### config.mk
export PLATFORM = sky130hd
export DESIGN_NAME = prcs_top
export DESIGN_NICKNAME = d
export VERILOG_FILES = /design/src/inc/prcs_pkg.sv /design/src/hdl/prcs_top.sv /design/src/hdl/prcs_rst_sync.sv /design/src/hdl/prcs_hold_cnt.sv
export SDC_FILE = /design/constraint.sdc
export NUM_CORES = 1
export LEC_CHECK = 0
export ABC_AREA = 1
export BUFFER_PORTS_ARGS = -buffer_cell sky130_fd_sc_hd__buf_2
export CAP_MARGIN = 10
export CORE_ASPECT_RATIO = 1.75
export CORE_MARGIN = 4
export CORE_UTILIZATION = 40
export CTS_BUF_LIST = sky130_fd_sc_hd__clkbuf_2
export DETAILED_ROUTE_END_ITERATION = 7
export GPL_ROUTABILITY_DRIVEN = 0
export GPL_TIMING_DRIVEN = 0
export SLEW_MARGIN = 20
export SYNTH_ARGS = -nofsm -noshare
export SYNTH_HDL_FRONTEND = slang
export SYNTH_SLANG_ARGS = --single-unit
### constraint.sdc
create_clock -name core_clk_i -period 3.35 [get_ports core_clk_i]
set_input_delay 0.335 -clock core_clk_i [delete_from_list [all_inputs] [get_ports core_clk_i]]
set_output_delay 0.335 -clock core_clk_i [all_outputs]
set_load 0.01 [all_outputs]
### src/inc/prcs_pkg.sv
package prcs_pkg;
    // Clock rate and the figures that turn into cycle counts.
    localparam int unsigned CLK_KHZ = 40000;
    localparam int unsigned START_HOLD_US = 1000;
    localparam int unsigned START_HOLD_CYC = (START_HOLD_US * CLK_KHZ + 999) / 1000;
    localparam int unsigned LONG_PRESS_MS = 5600;
    localparam int unsigned LONG_PRESS_CYC = LONG_PRESS_MS * CLK_KHZ;
    localparam int unsigned RST_STRETCH_CYC = 16;
    localparam int unsigned REQ_W = 5;
    localparam int unsigned RST_STAGES = 2;

    // Register port.
    localparam int unsigned ADDR_W = 8;
    localparam int unsigned DATA_W = 32;
    localparam logic [7:0] ADDR_CTRL = 8'h00;
    localparam logic [7:0] ADDR_VOLT = 8'h04;
    localparam logic [7:0] ADDR_PLL = 8'h08;
    localparam logic [7:0] ADDR_STATUS = 8'h0C;
    localparam logic [7:0] ADDR_CAUSE = 8'h10;

    // Control register fields.
    localparam int unsigned CTRL_LP_DIS = 0;
    localparam int unsigned CTRL_CORE_OFF = 1;
    localparam int unsigned CTRL_IO_OFF = 2;
    localparam int unsigned CTRL_GPIO_REL = 3;
    localparam int unsigned CTRL_SHDN_LO = 4;
    localparam int unsigned CTRL_SHDN_HI = 5;
    localparam int unsigned CTRL_ALT_EN = 6;
    localparam logic [1:0] SHDN_CODE = 2'h3;

    // Voltage register fields and defaults.
    localparam int unsigned VSEL_W = 4;
    localparam int unsigned VOLT_CORE_LO = 0;
    localparam int unsigned VOLT_ANA_LO = 4;
    localparam int unsigned VOLT_IO_3V3 = 8;
    localparam logic [3:0] CORE_VSEL_RST = 4'h8;
    localparam logic [3:0] ANA_VSEL_RST = 4'h6;
    localparam logic IO_3V3_RST = 1'b0;

    // Multiplier code: factor = 1.0 + 0.5 * code.
    localparam int unsigned PLL_W = 4;
    localparam logic [3:0] PLL_CODE_RST = 4'h0;
    localparam logic [3:0] PLL_CODE_MAX = 4'hE;

    // Status and cause bits.
    localparam int unsigned STAT_KEY = 0;
    localparam int unsigned STAT_STRAP = 1;
    localparam int unsigned STAT_REGS_ON = 2;
    localparam int unsigned STAT_CLK_RTC = 3;
    localparam int unsigned CAUSE_W = 5;
endpackage

### src/hdl/prcs_top.sv
// Overview of operation
// Key held one millisecond starts the regulators.
// Regulators stay on after key release.
// Software reads the live power key level.
// Low core voltage asserts internal reset.
// Key held 5.6 seconds forces reset.
// Software bit disables long-press reset.
// Watchdog expiry or reset pin resets.
// Reset keeps regulators on, restores voltages.
// Only shutdown write or supply loss powers off.
// I/O supply defaults to 1.8 V.
// Boot software selects I/O level from strap.
// Multiplier 1.0 to 8.0 in half steps.
// Software programs 60 MHz for USB.
// Reset pin stops clock buffer, powers down.
// USB suspend selects RTC clock, stops oscillator.
// Power-up leaves all GPIO high-impedance.
// Crystal-rate analog side, multiplied digital side.
// Alternate converter pins run at half rate.
// Core and I/O domains switch independently.
// RTC domain stays powered throughout.
// Debugger reset joins the other sources.
// Reset asserts asynchronously, releases synchronously.
`timescale 1ns/1ps
module prcs_top
    import prcs_pkg::*;
#(
    parameter int unsigned START_CYC = prcs_pkg::START_HOLD_CYC,
    parameter int unsigned LONG_CYC = prcs_pkg::LONG_PRESS_CYC
) (
    // Clock and supply-present reset.
    input wire logic core_clk_i,
    input wire logic rstn_i,
    // Reset sources and pins.
    input wire logic power_key_in_i,
    input wire logic core_low_i,
    input wire logic wdog_expire_i,
    input wire logic dbg_rst_req_i,
    input wire logic ext_reset_n_i,
    input wire logic io_voltage_strap_i,
    input wire logic usb_suspend_i,
    // Alternate converter pins.
    input wire logic adc_bitstream_in_1_i,
    input wire logic adc_bitstream_in_2_i,
    input wire logic adc_bitstream_in_3_i,
    input wire logic dac_left_bit_i,
    input wire logic dac_right_bit_i,
    output logic dac_left_o,
    output logic dac_right_o,
    output logic [2:0] adc_bits_o,
    // Register port.
    input wire logic [prcs_pkg::ADDR_W-1:0] addr_i,
    input wire logic [prcs_pkg::DATA_W-1:0] wdata_i,
    input wire logic wr_i,
    input wire logic rd_i,
    output logic [prcs_pkg::DATA_W-1:0] rdata_o,
    // Power, reset and clock controls.
    output logic sys_rst_n_o,
    output logic regs_on_o,
    output logic core_dom_on_o,
    output logic io_dom_on_o,
    output logic rtc_dom_on_o,
    output logic [prcs_pkg::VSEL_W-1:0] core_vsel_o,
    output logic [prcs_pkg::VSEL_W-1:0] ana_vsel_o,
    output logic io_3v3_o,
    output logic [prcs_pkg::PLL_W-1:0] pll_code_o,
    output logic clk_buf_en_o,
    output logic dig_pd_o,
    output logic clk_src_rtc_o,
    output logic osc_pd_o,
    output logic gpio_hiz_o,
    output logic io_leak_cut_o
);
    import prcs_pkg::*;

    typedef struct packed {
        logic regs_on;
        logic start_q;
        logic lp_q;
        logic [REQ_W-1:0] req_cnt;
        logic req_act;
        logic lp_dis;
        logic core_off;
        logic io_off;
        logic gpio_rel;
        logic alt_en;
        logic [VSEL_W-1:0] core_vsel;
        logic [VSEL_W-1:0] ana_vsel;
        logic io_3v3;
        logic [PLL_W-1:0] pll_code;
        logic [CAUSE_W-1:0] cause;
        logic [DATA_W-1:0] rdata;
        logic core_on;
        logic io_on;
        logic rtc_on;
        logic gpio_hiz;
        logic clk_buf_en;
        logic dig_pd;
        logic clk_rtc;
        logic osc_pd;
        logic div;
        logic dac_l;
        logic dac_r;
        logic [2:0] adc;
    } prcs_state_t;

    prcs_state_t st_ff, nxt_st;
    logic pwr_rst_n;
    logic sys_rst_n;
    logic sys_arst_n;
    logic start_done;
    logic lp_done;
    logic start_rise;
    logic lp_rise;
    logic trig;
    logic wr_ok;
    logic [CAUSE_W-1:0] cause_set;

    initial begin
        if (START_CYC < 2 || LONG_CYC < 2) $error("prcs_top hold counts must be two or more.");
        if (RST_STRETCH_CYC >= (1 << REQ_W)) $error("prcs_top stretch count does not fit.");
    end

    // Supply-present reset: the only event besides a shutdown write that drops the regulators.
    prcs_rst_sync #(.STAGES(RST_STAGES)) u_pwr_sync (
        .clk_i(core_clk_i),
        .arst_n_i(rstn_i),
        .rst_n_o(pwr_rst_n)
    );

    // Combined reset; supply loss, core monitor and pin pull it low at once, stretched requests one cycle later; release is clocked.
    assign sys_arst_n = pwr_rst_n & ~core_low_i & ext_reset_n_i & ~st_ff.req_act & st_ff.regs_on;

    prcs_rst_sync #(.STAGES(RST_STAGES)) u_sys_sync (
        .clk_i(core_clk_i),
        .arst_n_i(sys_arst_n),
        .rst_n_o(sys_rst_n)
    );

    prcs_hold_cnt #(.COUNT(START_CYC)) u_start_cnt (
        .clk_i(core_clk_i),
        .rst_n_i(pwr_rst_n),
        .lvl_i(power_key_in_i),
        .done_o(start_done)
    );

    prcs_hold_cnt #(.COUNT(LONG_CYC)) u_long_cnt (
        .clk_i(core_clk_i),
        .rst_n_i(pwr_rst_n),
        .lvl_i(power_key_in_i & st_ff.regs_on),
        .done_o(lp_done)
    );

    always_comb begin
        nxt_st = st_ff;
        wr_ok = wr_i & sys_rst_n;
        // Edges only: a key still held after shutdown must be released before it restarts.
        start_rise = start_done & ~st_ff.start_q;
        lp_rise = lp_done & ~st_ff.lp_q;
        nxt_st.start_q = start_done;
        nxt_st.lp_q = lp_done;

        if (start_rise) begin
            nxt_st.regs_on = 1'b1;
        end
        if (wr_ok && addr_i == ADDR_CTRL && wdata_i[CTRL_SHDN_HI:CTRL_SHDN_LO] == SHDN_CODE) begin
            nxt_st.regs_on = 1'b0;
        end

        trig = wdog_expire_i | dbg_rst_req_i | (lp_rise & ~st_ff.lp_dis);
        if (trig) begin
            nxt_st.req_cnt = REQ_W'(RST_STRETCH_CYC);
        end else if (st_ff.req_cnt != '0) begin
            nxt_st.req_cnt = st_ff.req_cnt - 1'b1;
        end
        nxt_st.req_act = (nxt_st.req_cnt != '0);

        // Cause flags survive the system reset; a new event beats a clear in the same cycle.
        cause_set = {lp_rise & ~st_ff.lp_dis, dbg_rst_req_i, wdog_expire_i, ~ext_reset_n_i, core_low_i};
        if (wr_ok && addr_i == ADDR_CAUSE) begin
            nxt_st.cause = st_ff.cause & ~wdata_i[CAUSE_W-1:0];
        end
        nxt_st.cause = nxt_st.cause | cause_set;

        // Settings go back to defaults while reset is held; the regulators keep running.
        if (!sys_rst_n) begin
            nxt_st.lp_dis = 1'b0;
            nxt_st.core_off = 1'b0;
            nxt_st.io_off = 1'b0;
            nxt_st.gpio_rel = 1'b0;
            nxt_st.alt_en = 1'b0;
            nxt_st.core_vsel = CORE_VSEL_RST;
            nxt_st.ana_vsel = ANA_VSEL_RST;
            nxt_st.io_3v3 = IO_3V3_RST;
            nxt_st.pll_code = PLL_CODE_RST;
        end else if (wr_ok) begin
            case (addr_i)
                ADDR_CTRL: begin
                    nxt_st.lp_dis = wdata_i[CTRL_LP_DIS];
                    nxt_st.core_off = wdata_i[CTRL_CORE_OFF];
                    nxt_st.io_off = wdata_i[CTRL_IO_OFF];
                    nxt_st.gpio_rel = wdata_i[CTRL_GPIO_REL];
                    nxt_st.alt_en = wdata_i[CTRL_ALT_EN];
                end
                ADDR_VOLT: begin
                    nxt_st.core_vsel = wdata_i[VOLT_CORE_LO +: VSEL_W];
                    nxt_st.ana_vsel = wdata_i[VOLT_ANA_LO +: VSEL_W];
                    nxt_st.io_3v3 = wdata_i[VOLT_IO_3V3];
                end
                ADDR_PLL: begin
                    // Codes above the top factor are dropped; the old factor stays.
                    if (wdata_i[PLL_W-1:0] <= PLL_CODE_MAX) begin
                        nxt_st.pll_code = wdata_i[PLL_W-1:0];
                    end
                end
                default: begin
                end
            endcase
        end

        nxt_st.core_on = st_ff.regs_on & ~st_ff.core_off;
        nxt_st.io_on = st_ff.regs_on & ~st_ff.io_off;
        nxt_st.rtc_on = 1'b1;
        nxt_st.gpio_hiz = ~st_ff.gpio_rel;
        nxt_st.clk_buf_en = ext_reset_n_i;
        nxt_st.dig_pd = ~ext_reset_n_i;
        nxt_st.clk_rtc = usb_suspend_i;
        nxt_st.osc_pd = usb_suspend_i;

        // This block runs at crystal rate; the halving enable paces the converter bits.
        nxt_st.div = ~st_ff.div;
        if (st_ff.div && st_ff.alt_en) begin
            nxt_st.dac_l = dac_left_bit_i;
            nxt_st.dac_r = dac_right_bit_i;
            nxt_st.adc = {adc_bitstream_in_3_i, adc_bitstream_in_2_i, adc_bitstream_in_1_i};
        end

        nxt_st.rdata = '0;
        if (rd_i) begin
            case (addr_i)
                ADDR_CTRL: begin
                    nxt_st.rdata[CTRL_LP_DIS] = st_ff.lp_dis;
                    nxt_st.rdata[CTRL_CORE_OFF] = st_ff.core_off;
                    nxt_st.rdata[CTRL_IO_OFF] = st_ff.io_off;
                    nxt_st.rdata[CTRL_GPIO_REL] = st_ff.gpio_rel;
                    nxt_st.rdata[CTRL_ALT_EN] = st_ff.alt_en;
                end
                ADDR_VOLT: begin
                    nxt_st.rdata[VOLT_CORE_LO +: VSEL_W] = st_ff.core_vsel;
                    nxt_st.rdata[VOLT_ANA_LO +: VSEL_W] = st_ff.ana_vsel;
                    nxt_st.rdata[VOLT_IO_3V3] = st_ff.io_3v3;
                end
                ADDR_PLL: begin
                    nxt_st.rdata[PLL_W-1:0] = st_ff.pll_code;
                end
                ADDR_STATUS: begin
                    nxt_st.rdata[STAT_KEY] = power_key_in_i;
                    nxt_st.rdata[STAT_STRAP] = io_voltage_strap_i;
                    nxt_st.rdata[STAT_REGS_ON] = st_ff.regs_on;
                    nxt_st.rdata[STAT_CLK_RTC] = st_ff.clk_rtc;
                end
                ADDR_CAUSE: begin
                    nxt_st.rdata[CAUSE_W-1:0] = st_ff.cause;
                end
                default: begin
                end
            endcase
        end
    end

    always_ff @(posedge core_clk_i or negedge pwr_rst_n) begin
        if (!pwr_rst_n) begin
            st_ff <= '{
                core_vsel: CORE_VSEL_RST,
                ana_vsel: ANA_VSEL_RST,
                io_3v3: IO_3V3_RST,
                pll_code: PLL_CODE_RST,
                gpio_hiz: 1'b1,
                dig_pd: 1'b1,
                rtc_on: 1'b1,
                default: '0
            };
        end else begin
            st_ff <= nxt_st;
        end
    end

    assign dac_left_o = st_ff.dac_l;
    assign dac_right_o = st_ff.dac_r;
    assign adc_bits_o = st_ff.adc;
    assign rdata_o = st_ff.rdata;
    assign sys_rst_n_o = sys_rst_n;
    assign regs_on_o = st_ff.regs_on;
    assign core_dom_on_o = st_ff.core_on;
    assign io_dom_on_o = st_ff.io_on;
    assign rtc_dom_on_o = st_ff.rtc_on;
    assign core_vsel_o = st_ff.core_vsel;
    assign ana_vsel_o = st_ff.ana_vsel;
    assign io_3v3_o = st_ff.io_3v3;
    assign pll_code_o = st_ff.pll_code;
    assign clk_buf_en_o = st_ff.clk_buf_en;
    assign dig_pd_o = st_ff.dig_pd;
    assign clk_src_rtc_o = st_ff.clk_rtc;
    assign osc_pd_o = st_ff.osc_pd;
    assign gpio_hiz_o = st_ff.gpio_hiz;
    assign io_leak_cut_o = st_ff.gpio_hiz;
endmodule // prcs_top

### src/hdl/prcs_rst_sync.sv
`timescale 1ns/1ps
module prcs_rst_sync #(
    parameter int unsigned STAGES = 2
) (
    // Clock and asynchronous reset request.
    input wire logic clk_i,
    input wire logic arst_n_i,
    // Released reset.
    output logic rst_n_o
);
    typedef struct packed {
        logic [STAGES-1:0] sh;
    } prcs_sync_t;

    prcs_sync_t st_ff, nxt_st;

    initial begin
        if (STAGES < 2) $error("prcs_rst_sync needs at least two stages.");
    end

    always_comb begin
        nxt_st = st_ff;
        nxt_st.sh = {st_ff.sh[STAGES-2:0], 1'b1};
    end

    // Assertion is immediate; release walks through the chain.
    always_ff @(posedge clk_i or negedge arst_n_i) begin
        if (!arst_n_i) begin
            st_ff <= '0;
        end else begin
            st_ff <= nxt_st;
        end
    end

    assign rst_n_o = st_ff.sh[STAGES-1];
endmodule // prcs_rst_sync

### src/hdl/prcs_hold_cnt.sv
`timescale 1ns/1ps
module prcs_hold_cnt #(
    parameter int unsigned COUNT = 40000,
    parameter int unsigned CNT_W = $clog2(COUNT + 1)
) (
    // Clock and reset.
    input wire logic clk_i,
    input wire logic rst_n_i,
    // Level watched and its held flag.
    input wire logic lvl_i,
    output logic done_o
);
    typedef struct packed {
        logic [CNT_W-1:0] cnt;
        logic done;
    } prcs_hold_t;

    prcs_hold_t st_ff, nxt_st;

    initial begin
        if (COUNT < 2) $error("prcs_hold_cnt needs COUNT of two or more.");
    end

    // Any low cycle restarts the count, so only an unbroken hold counts.
    always_comb begin
        nxt_st = st_ff;
        if (!lvl_i) begin
            nxt_st.cnt = '0;
            nxt_st.done = 1'b0;
        end else if (st_ff.cnt == CNT_W'(COUNT - 1)) begin
            nxt_st.done = 1'b1;
        end else begin
            nxt_st.cnt = st_ff.cnt + 1'b1;
        end
    end

    always_ff @(posedge clk_i or negedge rst_n_i) begin
        if (!rst_n_i) begin
            st_ff <= '0;
        end else begin
            st_ff <= nxt_st;
        end
    end

    assign done_o = st_ff.done;
endmodule // prcs_hold_cnt

==> flow_summary.json <==
{
  "ant_nets": 0,
  "grt_pass1_vias": 4879,
  "power_w": 0.00220,
  "cts_max_level": 3,
  "routed_wirelength_um": 13800,
  "status": "finished, final reports clean",
  "yosys_warnings": 0,
  "clock.fmax_ghz": 0.546,
  "grt_first_pass_wirelength_um": 22800,
  "min_path_type": "in2reg",
  "cts.repair.resized": 0,
  "post_drt_wl_per_cell_um": 13.1,
  "tightestPinTransition_ps": 661,
  "worstPathArrival_ps": 2360,
  "grt_use_met3_pct": 3.04,
  "grt_max_degree": 55,
  "drive_gt1_share_pct": 20.8,
  "cts_tree": "done",
  "rsz0062_at_grt": "false",
  "drc": 0,
  "fin_skew_ps": 28.0,
  "fin_util_pct": 48.8,
  "hold_violations": 0,
  "port_buffers": 69,
  "crit_path_end_kind": "register",
  "yosysSeqAreaShare_pct": 46.2,
  "core-area_mm2": 0.0136,
  "fin_tns_setup_ps": 0,
  "clk_latency_ps": 580,
  "grtUsageTotal_pct": 17.8,
  "cp_slowest_cell": "dfrtp_1",
  "cts_hold_buf": 22,
  "cts_setup_buffers": 0,
  "cts_buffer_depth": 2,
  "final.period_utilization_pct": 54.7,
  "whs_ps": 88.6,
  "path_class": "reg2reg",
  "overflow": 0,
  "clockRootBuffer": "clkbuf_2",
  "ys_types": 34,
  "vias": 4816,
  "setup.worst_path.start_class": "register",
  "drtPass1Iterations": 5,
  "p_leak_nw": 3.31,
  "synth_area_per_cell_um2": 7.57,
  "antenna_found_initial": 1,
  "die-area_mm2": 0.0160,
  "use_met1_pct": 17.2,
  "synth_seq_cells": 103,
  "synth_cells": 739,
  "cts.sinks": 103,
  "syn_to_final_growth_pct": 18.7,
  "avgViaCountPerCell": 4.60,
  "rows": 56,
  "hpwl_um": 10900,
  "die_w_um": 97.4,
  "die_h_um": 164,
  "drt_iter0_drc": 167,
  "start_util_pct": 41.2,
  "syn_area_mm2": 0.00559,
  "slew_violations": 0,
  "cp_max_fo": 7,
  "cts_buffers": 9,
  "pin_count": 117,
  "ir_drop_mv": 0.160,
  "grt_util_met2_pct": 35.6,
  "p_per_area_mw_per_mm2": 331,
  "maxCapViolCount": 0,
  "clkSlewWorstSetupHoldPaths_ps": 280,
  "final_net_count": 926,
  "path_cells": "ha_1 > nand3_1 > inv_2 > nand2_2 > inv_1 > nand3_1 > nand2_1 > nand2_1 > nor2_1",
  "grt.busiest_layer": "met2",
  "max_stage_delay_ps": 560,
  "setup_violations": 0,
  "required_ps": 3870,
  "finalCriticalPeriod_ps": 1830,
  "slew_headroom_pct": 55.9
}
==> cells by family after synthesis <==
logic type	Yosys count	share of synthesized area, %
AOI/OAI and AO/OA	39	3.82
adders and majority gates	3	0.671
other	2	0.134
buffers and inverters	141	13.0
and+or+nand+nor	440	34.2
DFF	103	46.2
muxes	5	1.01
xor gates and xnor gates	6	0.940
==> layout by cell type (no fill, tap or decap), drive strengths merged <==
cell type    synthesis  final
a21oi                4      4
inv                 85     87
nand2              208    208
ha                   3      3
o22ai                1      1
mux2                 5      5
bufinv               0      1
nor2               120    120
dfstp                5      5
nor3b                1      1
nand3               77     77
or2                  8      8
xnor2                3      3
o21bai               3      3
conb                 2     26
buf                 53    123
diode                0      1
clkinv               1      4
dfrtp               98     98
clkbuf               2     12
nand3b               1      1
xor2                 3      3
dlygate4sd3          0     23
o31ai                1      1
nand4                9      9
nor3                16     16
o21ai               30     30
==> cell type report <==
cell class,instances,area [µm²]
diodes,1,2.50
inverters,86,323
plain buffers,55,404
flip-flops and latches,103,2590
clock buffers,10,50.0
repair buffers,93,603
multi-input cells,519,2370
clock inverters,6,78.8
well taps,174,218
fillers,1390,6950
==> worst paths after layout <==
check / start / to / slack [ps] / cells past startpoint
min: wr_i / core_vsel_o[1] / 90 / 3
min reg2reg: st_ff[69] / u_sys_sync.st_ff[0] / 220 / 1
max: u_long_cnt.st_ff[1] / u_long_cnt.st_ff[15] / 1520 / 9
max reg2reg: u_long_cnt.st_ff[1] / u_long_cnt.st_ff[15] / 1520 / 9
max in group asynchronous: u_pwr_sync.st_ff[1] / u_sys_sync.st_ff[1] / 1650 / 3
min in group asynchronous: st_ff[69] / u_sys_sync.st_ff[0] / 220 / 1
==> power breakdown <==
part	internal (W)	total (W)	leakage [nW]	switching, W
logic	0.000108	0.000244	1.88	0.000136
clock network	0.000192	0.000643	0.0801	0.000451
registers	0.00128	0.00131	1.34	0.0000333
total	0.00158	0.00220	3.31	0.000620
==> cell usage after synthesis (all sizes together) <==
cell type,n,area (µm²)
nand2,208,796
nor2,120,480
dfrtp,98,2450
inv,85,319
nand3,77,423
buf,53,397
o21ai,30,158
nor3,16,95.1
nand4,9,56.3
or2,8,50.1
dfstp,5,131
mux2,5,56.3
a21oi,4,20.0
ha,3,37.5
o21bai,3,22.5
xnor2,3,26.3
xor2,3,26.3
clkbuf,2,7.51
conb,2,7.51
clkinv,1,3.75
nand3b,1,7.51
nor3b,1,7.51
o22ai,1,6.26
o31ai,1,7.51
==> sequential cells by signal (all words and copies together) (netlist names) <==
name and count:
rdata_o 9, u_long_cnt.done_o 1, adc_bits_o 3, dig_pd_o 1
regs_on_o 1, gpio_hiz_o 1, st_ff 19, osc_pd_o 1
u_start_cnt.st_ff 16, io_dom_on_o 1, core_vsel_o 4, dac_right_o 1
u_start_cnt.done_o 1, pll_code_o 4, dac_left_o 1, clk_buf_en_o 1
io_3v3_o 1, ana_vsel_o 4, u_sys_sync.st_ff 2, u_long_cnt.st_ff 28
u_pwr_sync.st_ff 2, core_dom_on_o 1
==> per-layer routing <==
| metal | vias to the layer above | share of wire (%) |
|---|---|---|
| met2 | 110 | 56 |
| met3 | 30 | 3.8 |
| met4 | 0 | 4.1 |
| met1 | 2175 | 36 |
| li1 | 2501 | - |
| met5 | - | 0 |
==> worst max-delay path, delay by kind of cell, from the launching register on <==
kind	cells	cell delay [ps]
buffers and inverters	2	280
AND/OR/NAND/NOR	6	630
flip-flops	1	560
adder cells (fa/ha/maj)	1	350
==> per-stage QoR <==
stage	std cells	setup slack, ps	area [µm²]
2_1_floorplan	763	317	5680
3_3_place_gp	1006	-1020	6250
3_5_place_dp	1007	1520	6280
4_1_cts	1045	1480	6630
5_1_grt	1047	1380	6640
6_report	1047	1520	6640
(Power assumes the default switching activity.)
